--- src/design/lcbcw_map.svh ---
// Register map, field positions, codes and reset values of the command word.
// -----------------------------------------------------------------------------
// Summary of operation
// - Sixteen-bit command word, offset 02h, resets zero.
// - Software writes commands and interrupt masks through it.
// - Bit 15 masks the block-executed interrupt.
// - Bit 14 masks the frame-received interrupt.
// - Bit 13 masks the unit-not-active interrupt.
// - Bit 12 masks the receiver-not-ready interrupt.
// - Bit 11 masks the early-receive interrupt.
// - Bit 10 masks the pause-frame interrupt.
// - Bit 9 write-only; one raises software interrupt.
// - Bit 8 set never asserts the interrupt pin.
// - Global mask overrides cause masks and software interrupt.
// - No-operation code leaves command unit unchanged.
// - Begin code starts list at general pointer.
// - Code 0010 continues next block; ignored when idle.
// - Command unit opcode sits in bits 7 to 4.
// - Unit state codes idle 00, suspended 01, active 1x.
// -----------------------------------------------------------------------------
`ifndef LCBCW_MAP_SVH
`define LCBCW_MAP_SVH

`define LCBCW_CMD_INDEX    12'h002
`define LCBCW_CMD_ADDR     12'h008
`define LCBCW_STAT_ADDR    12'h00c
`define LCBCW_CMD_RESET    16'h0000
`define LCBCW_MASK_HI      15
`define LCBCW_MASK_LO      10
`define LCBCW_SWI_BIT      9
`define LCBCW_GMASK_BIT    8
`define LCBCW_CUC_HI       7
`define LCBCW_CUC_LO       4
`define LCBCW_RUC_HI       2
`define LCBCW_RUC_LO       0
`define LCBCW_CUC_NOP      4'h0
`define LCBCW_CUC_BEGIN    4'h1
`define LCBCW_CUC_CONTINUE 4'h2
`define LCBCW_CU_IDLE      2'h0
`define LCBCW_CU_SUSP      2'h1
`define LCBCW_CU_LPQ       2'h2
`define LCBCW_CU_HPQ       2'h3
`define LCBCW_RSVD_BIT     3

`endif

--- src/design/lcbcw_pkg.sv ---
// Types shared by the command word block.
`include "lcbcw_map.svh"
package lcbcw_pkg;

  typedef enum logic [1:0] {
    CU_IDLE,
    CU_SUSPENDED,
    CU_ACTIVE
  } lcbcw_cu_state_type;

  function automatic logic [1:0] lcbcw_cu_code(input lcbcw_cu_state_type s);
    case (s)
      CU_IDLE:      lcbcw_cu_code = `LCBCW_CU_IDLE;
      CU_SUSPENDED: lcbcw_cu_code = `LCBCW_CU_SUSP;
      CU_ACTIVE:    lcbcw_cu_code = `LCBCW_CU_LPQ;
      default:      lcbcw_cu_code = `LCBCW_CU_IDLE;
    endcase
  endfunction : lcbcw_cu_code

endpackage : lcbcw_pkg

--- src/design/lcbcw_top.sv ---
// Command word register, interrupt gating and command dispatch.
//
// Design decision made here: the APB slave port.
`timescale 1ns/100ps
`default_nettype none
module lcbcw_top
  import lcbcw_pkg::*;
#(
  parameter int AW = 12
) (
  input  wire logic          clk_i,
  input  wire logic          reset_i,
  input  wire logic          ce_i,
  input  wire logic          psel_i,
  input  wire logic          penable_i,
  input  wire logic          pwrite_i,
  input  wire logic [AW-1:0] paddr_i,
  input  wire logic [31:0]   pwdata_i,
  input  wire logic [3:0]    pstrb_i,
  output logic      [31:0]   prdata_o,
  output logic               pready_o,
  output logic               pslverr_o,
  input  wire logic [5:0]    irq_flags_i,
  input  wire logic          swi_flag_i,
  output logic               swi_set_o,
  output logic               inta_n_o,
  input  wire logic [31:0]   gen_pointer_i,
  input  wire logic          list_done_i,
  input  wire logic          list_suspend_i,
  output logic      [1:0]    cu_state_o,
  output logic      [31:0]   list_addr_o,
  output logic               list_begin_o,
  output logic               list_next_o,
  output logic      [2:0]    ru_opcode_o,
  output logic               ru_cmd_o
);

  // ---------------------------------------------------------------------------
  // Bus front end
  // ---------------------------------------------------------------------------

  logic [15:0] cmd_q, cmd_d;
  logic        swi_q;
  logic        inta_q;
  logic        ru_cmd_q;
  logic [1:0]  wr_lanes;
  logic [15:0] rd_cmd;
  logic [15:0] rd_stat;

  lcbcw_apb_slave #(
    .AW (AW)
  ) u_apb (
    .clk_i      (clk_i),
    .reset_i    (reset_i),
    .ce_i       (ce_i),
    .psel_i     (psel_i),
    .penable_i  (penable_i),
    .pwrite_i   (pwrite_i),
    .paddr_i    (paddr_i),
    .pstrb_i    (pstrb_i),
    .rd_cmd_i   (rd_cmd),
    .rd_stat_i  (rd_stat),
    .prdata_o   (prdata_o),
    .pready_o   (pready_o),
    .pslverr_o  (pslverr_o),
    .wr_lanes_o (wr_lanes)
  );

  // ---------------------------------------------------------------------------
  // Command word register
  // ---------------------------------------------------------------------------

  wire        wr_lo    = wr_lanes[0];
  wire        wr_hi    = wr_lanes[1];
  wire        swi_wr   = wr_hi & pwdata_i[`LCBCW_SWI_BIT];
  wire        cuc_wr   = wr_lo;
  wire [3:0]  cuc_code = pwdata_i[`LCBCW_CUC_HI:`LCBCW_CUC_LO];
  wire [5:0]  masks    = cmd_q[`LCBCW_MASK_HI:`LCBCW_MASK_LO];
  wire        gmask    = cmd_q[`LCBCW_GMASK_BIT];

  // The software interrupt bit is never stored; it reads as zero.
  always_comb begin
    cmd_d = cmd_q;
    if (wr_hi) begin
      cmd_d[`LCBCW_MASK_HI:`LCBCW_GMASK_BIT] =
        pwdata_i[`LCBCW_MASK_HI:`LCBCW_GMASK_BIT];
      cmd_d[`LCBCW_SWI_BIT] = 1'b0;
    end
    if (wr_lo) begin
      cmd_d[`LCBCW_CUC_HI:`LCBCW_RUC_LO] =
        pwdata_i[`LCBCW_CUC_HI:`LCBCW_RUC_LO];
      cmd_d[`LCBCW_RSVD_BIT] = 1'b0;
    end
  end

  always_ff @(posedge clk_i) begin
    if (reset_i) begin
      cmd_q    <= `LCBCW_CMD_RESET;
      swi_q    <= 1'b0;
      ru_cmd_q <= 1'b0;
    end else if (ce_i) begin
      cmd_q    <= cmd_d;
      swi_q    <= swi_wr;
      ru_cmd_q <= wr_lo;
    end
  end

  assign rd_cmd      = cmd_q;
  assign ru_opcode_o = cmd_q[`LCBCW_RUC_HI:`LCBCW_RUC_LO];
  assign ru_cmd_o    = ru_cmd_q;
  assign swi_set_o   = swi_q;

  // ---------------------------------------------------------------------------
  // Interrupt pin gating
  // ---------------------------------------------------------------------------

  wire [5:0] cause_live = irq_flags_i & ~masks;
  wire       any_cause  = (|cause_live) | swi_flag_i;
  wire       raise      = any_cause & ~gmask;

  always_ff @(posedge clk_i) begin
    if (reset_i) begin
      inta_q <= 1'b0;
    end else if (ce_i) begin
      inta_q <= raise;
    end
  end

  assign inta_n_o = ~inta_q;

  // ---------------------------------------------------------------------------
  // Command unit
  // ---------------------------------------------------------------------------

  lcbcw_cu_fsm u_cu (
    .clk_i       (clk_i),
    .reset_i     (reset_i),
    .ce_i        (ce_i),
    .cmd_valid_i (cuc_wr),
    .cmd_code_i  (cuc_code),
    .pointer_i   (gen_pointer_i),
    .done_i      (list_done_i),
    .suspend_i   (list_suspend_i),
    .state_o     (cu_state_o),
    .addr_o      (list_addr_o),
    .begin_o     (list_begin_o),
    .next_o      (list_next_o)
  );

  // Status word: unit state, pending flags and pin state.
  assign rd_stat = {6'h00, inta_q, swi_flag_i, irq_flags_i, cu_state_o};

  // ---------------------------------------------------------------------------
  // Checks
  // ---------------------------------------------------------------------------

  chk_reset_zero: assert property (
    @(posedge clk_i) reset_i |=> (cmd_q == `LCBCW_CMD_RESET) && inta_n_o
  ) else $error("Command word not cleared by reset.");

  chk_global_block: assert property (
    @(posedge clk_i) disable iff (reset_i)
    (ce_i && gmask) |=> inta_n_o
  ) else $error("Interrupt pin asserted under global mask.");

  chk_cause_raise: assert property (
    @(posedge clk_i) disable iff (reset_i)
    (ce_i && !gmask && ((irq_flags_i & ~masks) != 6'h00)) |=> !inta_n_o
  ) else $error("Unmasked cause did not assert the interrupt pin.");

  chk_cause_quiet: assert property (
    @(posedge clk_i) disable iff (reset_i)
    (ce_i && ((irq_flags_i & ~masks) == 6'h00) && !swi_flag_i) |=> inta_n_o
  ) else $error("Masked cause asserted the interrupt pin.");

  chk_swi_pulse: assert property (
    @(posedge clk_i) disable iff (reset_i)
    (ce_i && psel_i && penable_i && pwrite_i && pstrb_i[1]
      && paddr_i == AW'(`LCBCW_CMD_ADDR) && pwdata_i[`LCBCW_SWI_BIT])
      |=> swi_set_o ##1 (!swi_set_o || !ce_i || $past(swi_wr))
  ) else $error("Software interrupt request not raised for one cycle.");

  chk_swi_readzero: assert property (
    @(posedge clk_i) disable iff (reset_i)
    !cmd_q[`LCBCW_SWI_BIT]
  ) else $error("Write-only software interrupt bit is stored.");

  chk_nop_hold: assert property (
    @(posedge clk_i) disable iff (reset_i)
    (cuc_wr && cuc_code != `LCBCW_CUC_BEGIN
      && cuc_code != `LCBCW_CUC_CONTINUE && !list_done_i && !list_suspend_i)
      |=> $stable(cu_state_o) && !list_begin_o && !list_next_o
  ) else $error("Inert opcode changed command unit state.");

  chk_begin_load: assert property (
    @(posedge clk_i) disable iff (reset_i)
    (cuc_wr && cuc_code == `LCBCW_CUC_BEGIN && !cu_state_o[1])
      |=> list_begin_o && (list_addr_o == $past(gen_pointer_i))
          && (cu_state_o == `LCBCW_CU_LPQ)
  ) else $error("Begin did not start the list at the pointer.");

  chk_cont_idle: assert property (
    @(posedge clk_i) disable iff (reset_i)
    (cuc_wr && cuc_code == `LCBCW_CUC_CONTINUE
      && cu_state_o == `LCBCW_CU_IDLE)
      |=> !list_next_o && (cu_state_o == `LCBCW_CU_IDLE)
  ) else $error("Continue acted on an idle command unit.");

  chk_cont_susp: assert property (
    @(posedge clk_i) disable iff (reset_i)
    (cuc_wr && cuc_code == `LCBCW_CUC_CONTINUE
      && cu_state_o == `LCBCW_CU_SUSP)
      |=> list_next_o && (cu_state_o == `LCBCW_CU_LPQ) ##1 !list_next_o
  ) else $error("Continue did not resume a suspended command unit.");

  chk_state_code: assert property (
    @(posedge clk_i) disable iff (reset_i)
    cu_state_o != `LCBCW_CU_HPQ
  ) else $error("Command unit reported an unused state code.");

  chk_apb_unmapped: assert property (
    @(posedge clk_i) disable iff (reset_i)
    (psel_i && penable_i && paddr_i != AW'(`LCBCW_CMD_ADDR)
      && paddr_i != AW'(`LCBCW_STAT_ADDR)) |-> pslverr_o
  ) else $error("Unmapped address answered without error.");

  // ---------------------------------------------------------------------------
  // Register storage checks
  // ---------------------------------------------------------------------------

  chk_mask_store: assert property (
    @(posedge clk_i) disable iff (reset_i)
    wr_hi |=> masks == $past(pwdata_i[`LCBCW_MASK_HI:`LCBCW_MASK_LO])
  ) else $error("Mask bits not stored from the high byte.");

  chk_gmask_store: assert property (
    @(posedge clk_i) disable iff (reset_i)
    wr_hi |=> gmask == $past(pwdata_i[`LCBCW_GMASK_BIT])
  ) else $error("Global mask not stored from the high byte.");

  chk_opcode_store: assert property (
    @(posedge clk_i) disable iff (reset_i)
    wr_lo |=> cmd_q[`LCBCW_CUC_HI:`LCBCW_CUC_LO] == $past(cuc_code)
  ) else $error("Command unit opcode not stored.");

  chk_rsvd_zero: assert property (
    @(posedge clk_i) disable iff (reset_i)
    !cmd_q[`LCBCW_RSVD_BIT]
  ) else $error("Reserved command word bit is stored.");

  chk_cmd_hold: assert property (
    @(posedge clk_i) disable iff (reset_i)
    (ce_i && !wr_hi && !wr_lo) |=> $stable(cmd_q)
  ) else $error("Command word changed without a write.");

  chk_status_ro: assert property (
    @(posedge clk_i) disable iff (reset_i)
    (psel_i && penable_i && pwrite_i
      && paddr_i == AW'(`LCBCW_STAT_ADDR)) |=> $stable(cmd_q)
  ) else $error("Status write changed the command word.");

  chk_lane_gate: assert property (
    @(posedge clk_i) disable iff (reset_i)
    (wr_hi || wr_lo) |-> (psel_i && penable_i && pwrite_i
      && paddr_i == AW'(`LCBCW_CMD_ADDR))
  ) else $error("Write lane enabled outside a command word write.");

  chk_freeze_all: assert property (
    @(posedge clk_i) disable iff (reset_i)
    !ce_i |=> $stable(cmd_q) && $stable(inta_n_o) && $stable(cu_state_o)
      && $stable(swi_set_o)
  ) else $error("State changed while the clock enable was low.");

  chk_ready_ce: assert property (
    @(posedge clk_i) disable iff (reset_i)
    pready_o == ce_i
  ) else $error("Ready does not follow the clock enable.");

  // ---------------------------------------------------------------------------
  // Software interrupt checks
  // ---------------------------------------------------------------------------

  chk_swi_quiet: assert property (
    @(posedge clk_i) disable iff (reset_i)
    (ce_i && !swi_wr) |=> !swi_set_o
  ) else $error("Software interrupt raised without a write of one.");

  chk_swi_raise: assert property (
    @(posedge clk_i) disable iff (reset_i)
    (ce_i && !gmask && swi_flag_i) |=> !inta_n_o
  ) else $error("Pending software interrupt did not assert the pin.");

  chk_swi_blocked: assert property (
    @(posedge clk_i) disable iff (reset_i)
    (ce_i && gmask && swi_flag_i) |=> inta_n_o
  ) else $error("Software interrupt passed the global mask.");

  // ---------------------------------------------------------------------------
  // Command unit and receive unit command checks
  // ---------------------------------------------------------------------------

  chk_begin_busy: assert property (
    @(posedge clk_i) disable iff (reset_i)
    (cuc_wr && cuc_code == `LCBCW_CUC_BEGIN
      && cu_state_o == `LCBCW_CU_LPQ) |=> !list_begin_o
  ) else $error("Begin acted on an active command unit.");

  chk_begin_quiet: assert property (
    @(posedge clk_i) disable iff (reset_i)
    (ce_i && !(cuc_wr && cuc_code == `LCBCW_CUC_BEGIN)) |=> !list_begin_o
  ) else $error("List start pulse without a begin opcode.");

  chk_next_quiet: assert property (
    @(posedge clk_i) disable iff (reset_i)
    (ce_i && !(cuc_wr && cuc_code == `LCBCW_CUC_CONTINUE)) |=> !list_next_o
  ) else $error("Next block pulse without a continue opcode.");

  chk_addr_hold: assert property (
    @(posedge clk_i) disable iff (reset_i)
    (ce_i && !(cuc_wr && cuc_code == `LCBCW_CUC_BEGIN))
      |=> $stable(list_addr_o)
  ) else $error("List address changed without a begin opcode.");

  chk_done_idle: assert property (
    @(posedge clk_i) disable iff (reset_i)
    (ce_i && cu_state_o == `LCBCW_CU_LPQ && list_done_i)
      |=> cu_state_o == `LCBCW_CU_IDLE
  ) else $error("Finished list did not return to idle.");

  chk_susp_entry: assert property (
    @(posedge clk_i) disable iff (reset_i)
    (ce_i && cu_state_o == `LCBCW_CU_LPQ && !list_done_i && list_suspend_i)
      |=> cu_state_o == `LCBCW_CU_SUSP
  ) else $error("Suspend request did not suspend the command unit.");

  chk_idle_hold: assert property (
    @(posedge clk_i) disable iff (reset_i)
    (ce_i && cu_state_o == `LCBCW_CU_IDLE && !cuc_wr)
      |=> cu_state_o == `LCBCW_CU_IDLE
  ) else $error("Idle command unit left idle without a command.");

  chk_ru_quiet: assert property (
    @(posedge clk_i) disable iff (reset_i)
    (ce_i && !wr_lo) |=> !ru_cmd_o
  ) else $error("Receive command pulse without a low byte write.");

  chk_ru_pulse: assert property (
    @(posedge clk_i) disable iff (reset_i)
    wr_lo |=> ru_cmd_o
  ) else $error("Low byte write gave no receive command pulse.");

endmodule : lcbcw_top
`default_nettype wire

--- src/design/lcbcw_apb_slave.sv ---
// APB slave front end with registered read data.
`timescale 1ns/100ps
`default_nettype none
module lcbcw_apb_slave
  import lcbcw_pkg::*;
#(
  parameter int AW = 12
) (
  input  wire logic          clk_i,
  input  wire logic          reset_i,
  input  wire logic          ce_i,
  input  wire logic          psel_i,
  input  wire logic          penable_i,
  input  wire logic          pwrite_i,
  input  wire logic [AW-1:0] paddr_i,
  input  wire logic [3:0]    pstrb_i,
  input  wire logic [15:0]   rd_cmd_i,
  input  wire logic [15:0]   rd_stat_i,
  output logic      [31:0]   prdata_o,
  output logic               pready_o,
  output logic               pslverr_o,
  output logic      [1:0]    wr_lanes_o
);

  logic [31:0] prdata_q;
  wire         hit_cmd  = (paddr_i == AW'(`LCBCW_CMD_ADDR));
  wire         hit_stat = (paddr_i == AW'(`LCBCW_STAT_ADDR));
  wire         hit      = hit_cmd | hit_stat;
  wire         access   = psel_i & penable_i & ce_i;
  wire         setup    = psel_i & ~penable_i;
  wire [15:0]  rd_word  = hit_cmd ? rd_cmd_i : (hit_stat ? rd_stat_i : 16'h0000);

  assign pready_o   = ce_i;
  assign pslverr_o  = psel_i & penable_i & ~hit;
  assign wr_lanes_o = (access & pwrite_i & hit_cmd) ? pstrb_i[1:0] : 2'b00;
  assign prdata_o   = prdata_q;

  // Read data is captured during the setup cycle.
  always_ff @(posedge clk_i) begin
    if (reset_i) begin
      prdata_q <= 32'h0000_0000;
    end else if (ce_i && setup) begin
      prdata_q <= {16'h0000, rd_word};
    end
  end

endmodule : lcbcw_apb_slave
`default_nettype wire

--- src/design/lcbcw_cu_fsm.sv ---
// Command unit state tracking: idle, suspended and active.
`timescale 1ns/100ps
`default_nettype none
module lcbcw_cu_fsm
  import lcbcw_pkg::*;
(
  input  wire logic        clk_i,
  input  wire logic        reset_i,
  input  wire logic        ce_i,
  input  wire logic        cmd_valid_i,
  input  wire logic [3:0]  cmd_code_i,
  input  wire logic [31:0] pointer_i,
  input  wire logic        done_i,
  input  wire logic        suspend_i,
  output logic      [1:0]  state_o,
  output logic      [31:0] addr_o,
  output logic             begin_o,
  output logic             next_o
);

  lcbcw_cu_state_type state_q, state_d;
  logic [31:0]        addr_q;
  logic               begin_q, next_q;

  wire is_begin = cmd_valid_i & (cmd_code_i == `LCBCW_CUC_BEGIN);
  wire is_cont  = cmd_valid_i & (cmd_code_i == `LCBCW_CUC_CONTINUE);
  wire do_begin = is_begin & (state_q != CU_ACTIVE);
  wire do_cont  = is_cont & (state_q == CU_SUSPENDED);

  // Other codes, including no-operation, fall through unchanged.
  always_comb begin
    state_d = state_q;
    case (state_q)
      CU_IDLE:      if (do_begin) state_d = CU_ACTIVE;
      CU_SUSPENDED: if (do_begin || do_cont) state_d = CU_ACTIVE;
      CU_ACTIVE: begin
        if (done_i) state_d = CU_IDLE;
        else if (suspend_i) state_d = CU_SUSPENDED;
      end
      default:      state_d = CU_IDLE;
    endcase
  end

  always_ff @(posedge clk_i) begin
    if (reset_i) begin
      state_q <= CU_IDLE;
      addr_q  <= 32'h0000_0000;
      begin_q <= 1'b0;
      next_q  <= 1'b0;
    end else if (ce_i) begin
      state_q <= state_d;
      begin_q <= do_begin;
      next_q  <= do_cont;
      if (do_begin) addr_q <= pointer_i;
    end
  end

  assign state_o = lcbcw_cu_code(state_q);
  assign addr_o  = addr_q;
  assign begin_o = begin_q;
  assign next_o  = next_q;

endmodule : lcbcw_cu_fsm
`default_nettype wire

--- config.mk ---
export PLATFORM = sky130hd
export DESIGN_NAME = lcbcw_top
export DESIGN_NICKNAME = d
export VERILOG_FILES = /design/src/design/lcbcw_pkg.sv /design/src/design/lcbcw_top.sv /design/src/design/lcbcw_apb_slave.sv /design/src/design/lcbcw_cu_fsm.sv
export VERILOG_INCLUDE_DIRS = /design/src /design/src/design
export SDC_FILE = /design/constraint.sdc
export NUM_CORES = 1
export LEC_CHECK = 0
export BUFFER_PORTS_ARGS = -buffer_cell sky130_fd_sc_hd__clkbuf_2
export CAP_MARGIN = 0
export CELL_PAD_IN_SITES_DETAIL_PLACEMENT = 1
export CELL_PAD_IN_SITES_GLOBAL_PLACEMENT = 1
export CORE_MARGIN = 2
export CORE_UTILIZATION = 30
export CTS_CLUSTER_DIAMETER = 60
export DETAILED_ROUTE_END_ITERATION = 8
export PLACE_DENSITY = 0.85
export RECOVER_POWER = 25
export SETUP_SLACK_MARGIN = 0.5
export SLEW_MARGIN = 25
export SYNTH_ARGS = -nofsm -noshare
export SYNTH_HDL_FRONTEND = slang
export SYNTH_HIERARCHICAL = 1
export SYNTH_SLANG_ARGS = --single-unit
--- constraint.sdc ---
create_clock -name clk_i -period 1.9 [get_ports clk_i]
set_clock_uncertainty 0.2 [all_clocks]
set_input_delay 0 -clock clk_i [delete_from_list [all_inputs] [get_ports clk_i]]
set_output_delay 0 -clock clk_i [all_outputs]
set_load 0.02 [all_outputs]
==> flow_summary.yaml <==
run_status:
  status: "finished, violations left"
  violations: "negative hold slack"
routing:
  wl_per_cell_um: 17.84
  wl_met2_um: 6521
  top_layer: "met4"
  viasPerCell: 4.831
  drc: 0
  first_iter_violations: 111
  wirelength_um: 12770
  first_pass_iters: 4
  drt-met1-wl_um: 5117
  vias: 3459
  dr_wl_met3_um: 534
  drtAntennaViolNets: 0
layout:
  design_area_um2: 5284
  final_cell_mix: "clkbuf_2 (103), nand2b_1 (68), dfxtp_1 (67)"
  drive_gt1_share_pct: 33.04
  area_growth_pct: 47.30
  multi_input_comb_area_um2: 1984
  seqCellArea_um2: 1386
  mostFrequentLayoutCell: "clkbuf_2"
  fill_cells: 1350
  fin_util_pct: 45.69
  fin_nets: 662
yosys:
  synthDistinctLibCells: 42
  synth_seq_area_share_pct: 38.51
  synth_flop_cell: "dfxtp_1"
  synth-seq-cells: 69
  synthCells: 376
  syn-mean-instance-area_um2: 9.540
  synth_edf_count: 0
  synthArstFlopShare_pct: 0
  yosys_warnings: 6
  synth_area_um2: 3587
timing:
  period_needed_ns: 1.734
  period_share_pct: 91.27
  hold_violations: 10
  max_freq_mhz: 576.7
  finalMaxSlewViolations: 0
  finalSetupViolations: 0
  whs_ns: -0.2301
  slew_headroom_pct: 56.91
  rsz0062_at_grt: "true"
  worst_pin_slew_ns: 0.6464
  layout_setup_ws_ns: 0.1659
clock_tree:
  clk_pin_slew_ns: 0.06
  clock-sinks: 69
  clk-insertion-delay-late_ns: 0.33
  ctsHoldBuffers: 53
  cts-buffers-inserted: 9
  cts_root_buf: "clkbuf_16"
  clockBufferDepth: 2
  cts_tree: "yes"
  htreeDepth: 3
critical_path:
  required_ns: 1.95
  crit_fanout: 8
  critPathLaunchType: "primary input"
  path_class: "in -> reg"
  arrival_ns: 1.78
  end_kind: "flip-flop"
power:
  power_density_nw_per_um2: 666.1
  irDropWorstVdd_mv: 0.2797
  p_total_mw: 3.520
  leakage_nw: 2.101
place:
  placed_area_um2: 4332
  hpwlAfterDp_um: 8109
  io_buffers: 135
  pre_cts_slack_ns: -0.2332
  gp_congestion: 0.7741
floorplan:
  io_pins: 171
  coreArea_um2: 11560
  die_h_um: 113.4
  rows: 39
  die-area_um2: 12850
  die_width_um: 113.4
  initial_utilization_pct: 31.02
flow_run:
  cap_violations: 0
grt:
  grt_pass1_wl_um: 18470
  grt_overflow: 0
  grt_pass1_vias: 3587
  grtUsageTotal_pct: 18.50
  grt_max_degree: 52
  antenna_found_initial: 1
worst_hold_path:
  holdCritPathClass: "in -> reg"
## kinds of logic (layout without fill, tap and decap cells)
| kind of cell | Yosys count | after routing | share of synthesized area [%] |
|---|---|---|---|
| AND/OR/NAND/NOR | 157 | 157 | 26.40 |
| multiplexers | 49 | 49 | 14.23 |
| buffers and inverters | 56 | 230 | 10.99 |
| AO/OA/AOI/OAI | 43 | 43 | 9.662 |
| other | 2 | 25 | 0.2094 |
| flip-flops | 69 | 69 | 38.51 |
## per-stage QoR
stage	instances	setup TNS [ns]
after floorplan	398	0
after CTS	711	0
final	716	0
after detailed placement	641	-6.157
after global placement	641	-3.674
after global routing	716	0
## per-layer routing
metal / track usage [%] / vias up
met2: 32.10 / 123
li1: - / 1636
met1: 20.75 / 1662
met3: 3.856 / 38
met5: 0 / -
met4: 11.30 / 0
## where the power goes
part	switching [mW]	internal [mW]	leakage (nW)
clock network	0.630	0.948	0.138
registers	0.00986	1.46	0.559
logic	0.238	0.230	1.40
## cell usage after synthesis (2+ instances only)
master | number | area [µm²]
buf_4 | 22 | 165.2
and2b_1 | 2 | 15.01
nor2_1 | 16 | 60.06
nand4_1 | 18 | 112.6
nand2b_1 | 68 | 425.4
nand3_1 | 16 | 80.08
conb_1 | 2 | 7.510
nand2_1 | 15 | 56.30
mux2i_1 | 33 | 330.3
buf_6 | 6 | 67.56
mux2_2 | 16 | 180.2
a211oi_2 | 10 | 125.1
inv_1 | 8 | 30.03
clkbuf_1 | 10 | 37.54
a211oi_1 | 6 | 45.04
buf_12 | 3 | 60.06
nor3_1 | 2 | 10.01
buf_2 | 5 | 25.02
nor2b_1 | 7 | 43.79
a21oi_1 | 20 | 100.1
dfxtp_1 | 69 | 1381
and3b_1 | 2 | 17.52
## layout make-up
| cell class | count | area share (%) |
|---|---|---|
| Tap cell | 143 | 3.386 |
| Inverter | 8 | 0.5683 |
| Clock buffer | 12 | 4.854 |
| Clock inverter | 4 | 0.4262 |
| Sequential cell | 69 | 26.24 |
| Timing Repair Buffer | 206 | 26.92 |
| Multi-Input combinational cell | 273 | 37.56 |
| Antenna cell | 1 | 0.04736 |
## flip-flops by register name (all words and copies together), names as in the netlist
signal and count:
u_apb/prdata_o 16, u_cu/addr_o 32, ru_cmd_o 1, swi_set_o 1, u_cu/state_q 2, u_cu/next_o 1
u_cu/begin_o 1, inta_q 1, cmd_q 14
## critical path, stage by stage
cell       delay (ns)
buf_6            0.09
nor4b_4          0.34
nand3_2          0.15
nor3_2           0.17
nor3b_4          0.24
and4_4           0.36
clkbuf_16        0.21
mux2i_1          0.22
## path summary, 6_finish.rpt
check	to	from	cells past startpoint	slack, ns
setup / recovery	u_cu/addr_o[11]	paddr_i[0]	8	0.17
hold / removal	cmd_q[6]	pwdata_i[6]	3	-0.23
hold reg to reg	cmd_q[5]	cmd_q[5]	2	0.27
setup reg to reg	u_cu/addr_o[11]	u_cu/state_q[0]	4	0.37
## timing repair
item | in CTS | in global routing
endpoints found under the setup margin | 42 | 45
gates cloned | 1 | 3
hold endpoints to repair | 51 | 5
buffers inserted | 0 | 1
pin swaps | 4 | 6
resized for setup | 5 | 22
(Power assumes the default switching activity.)
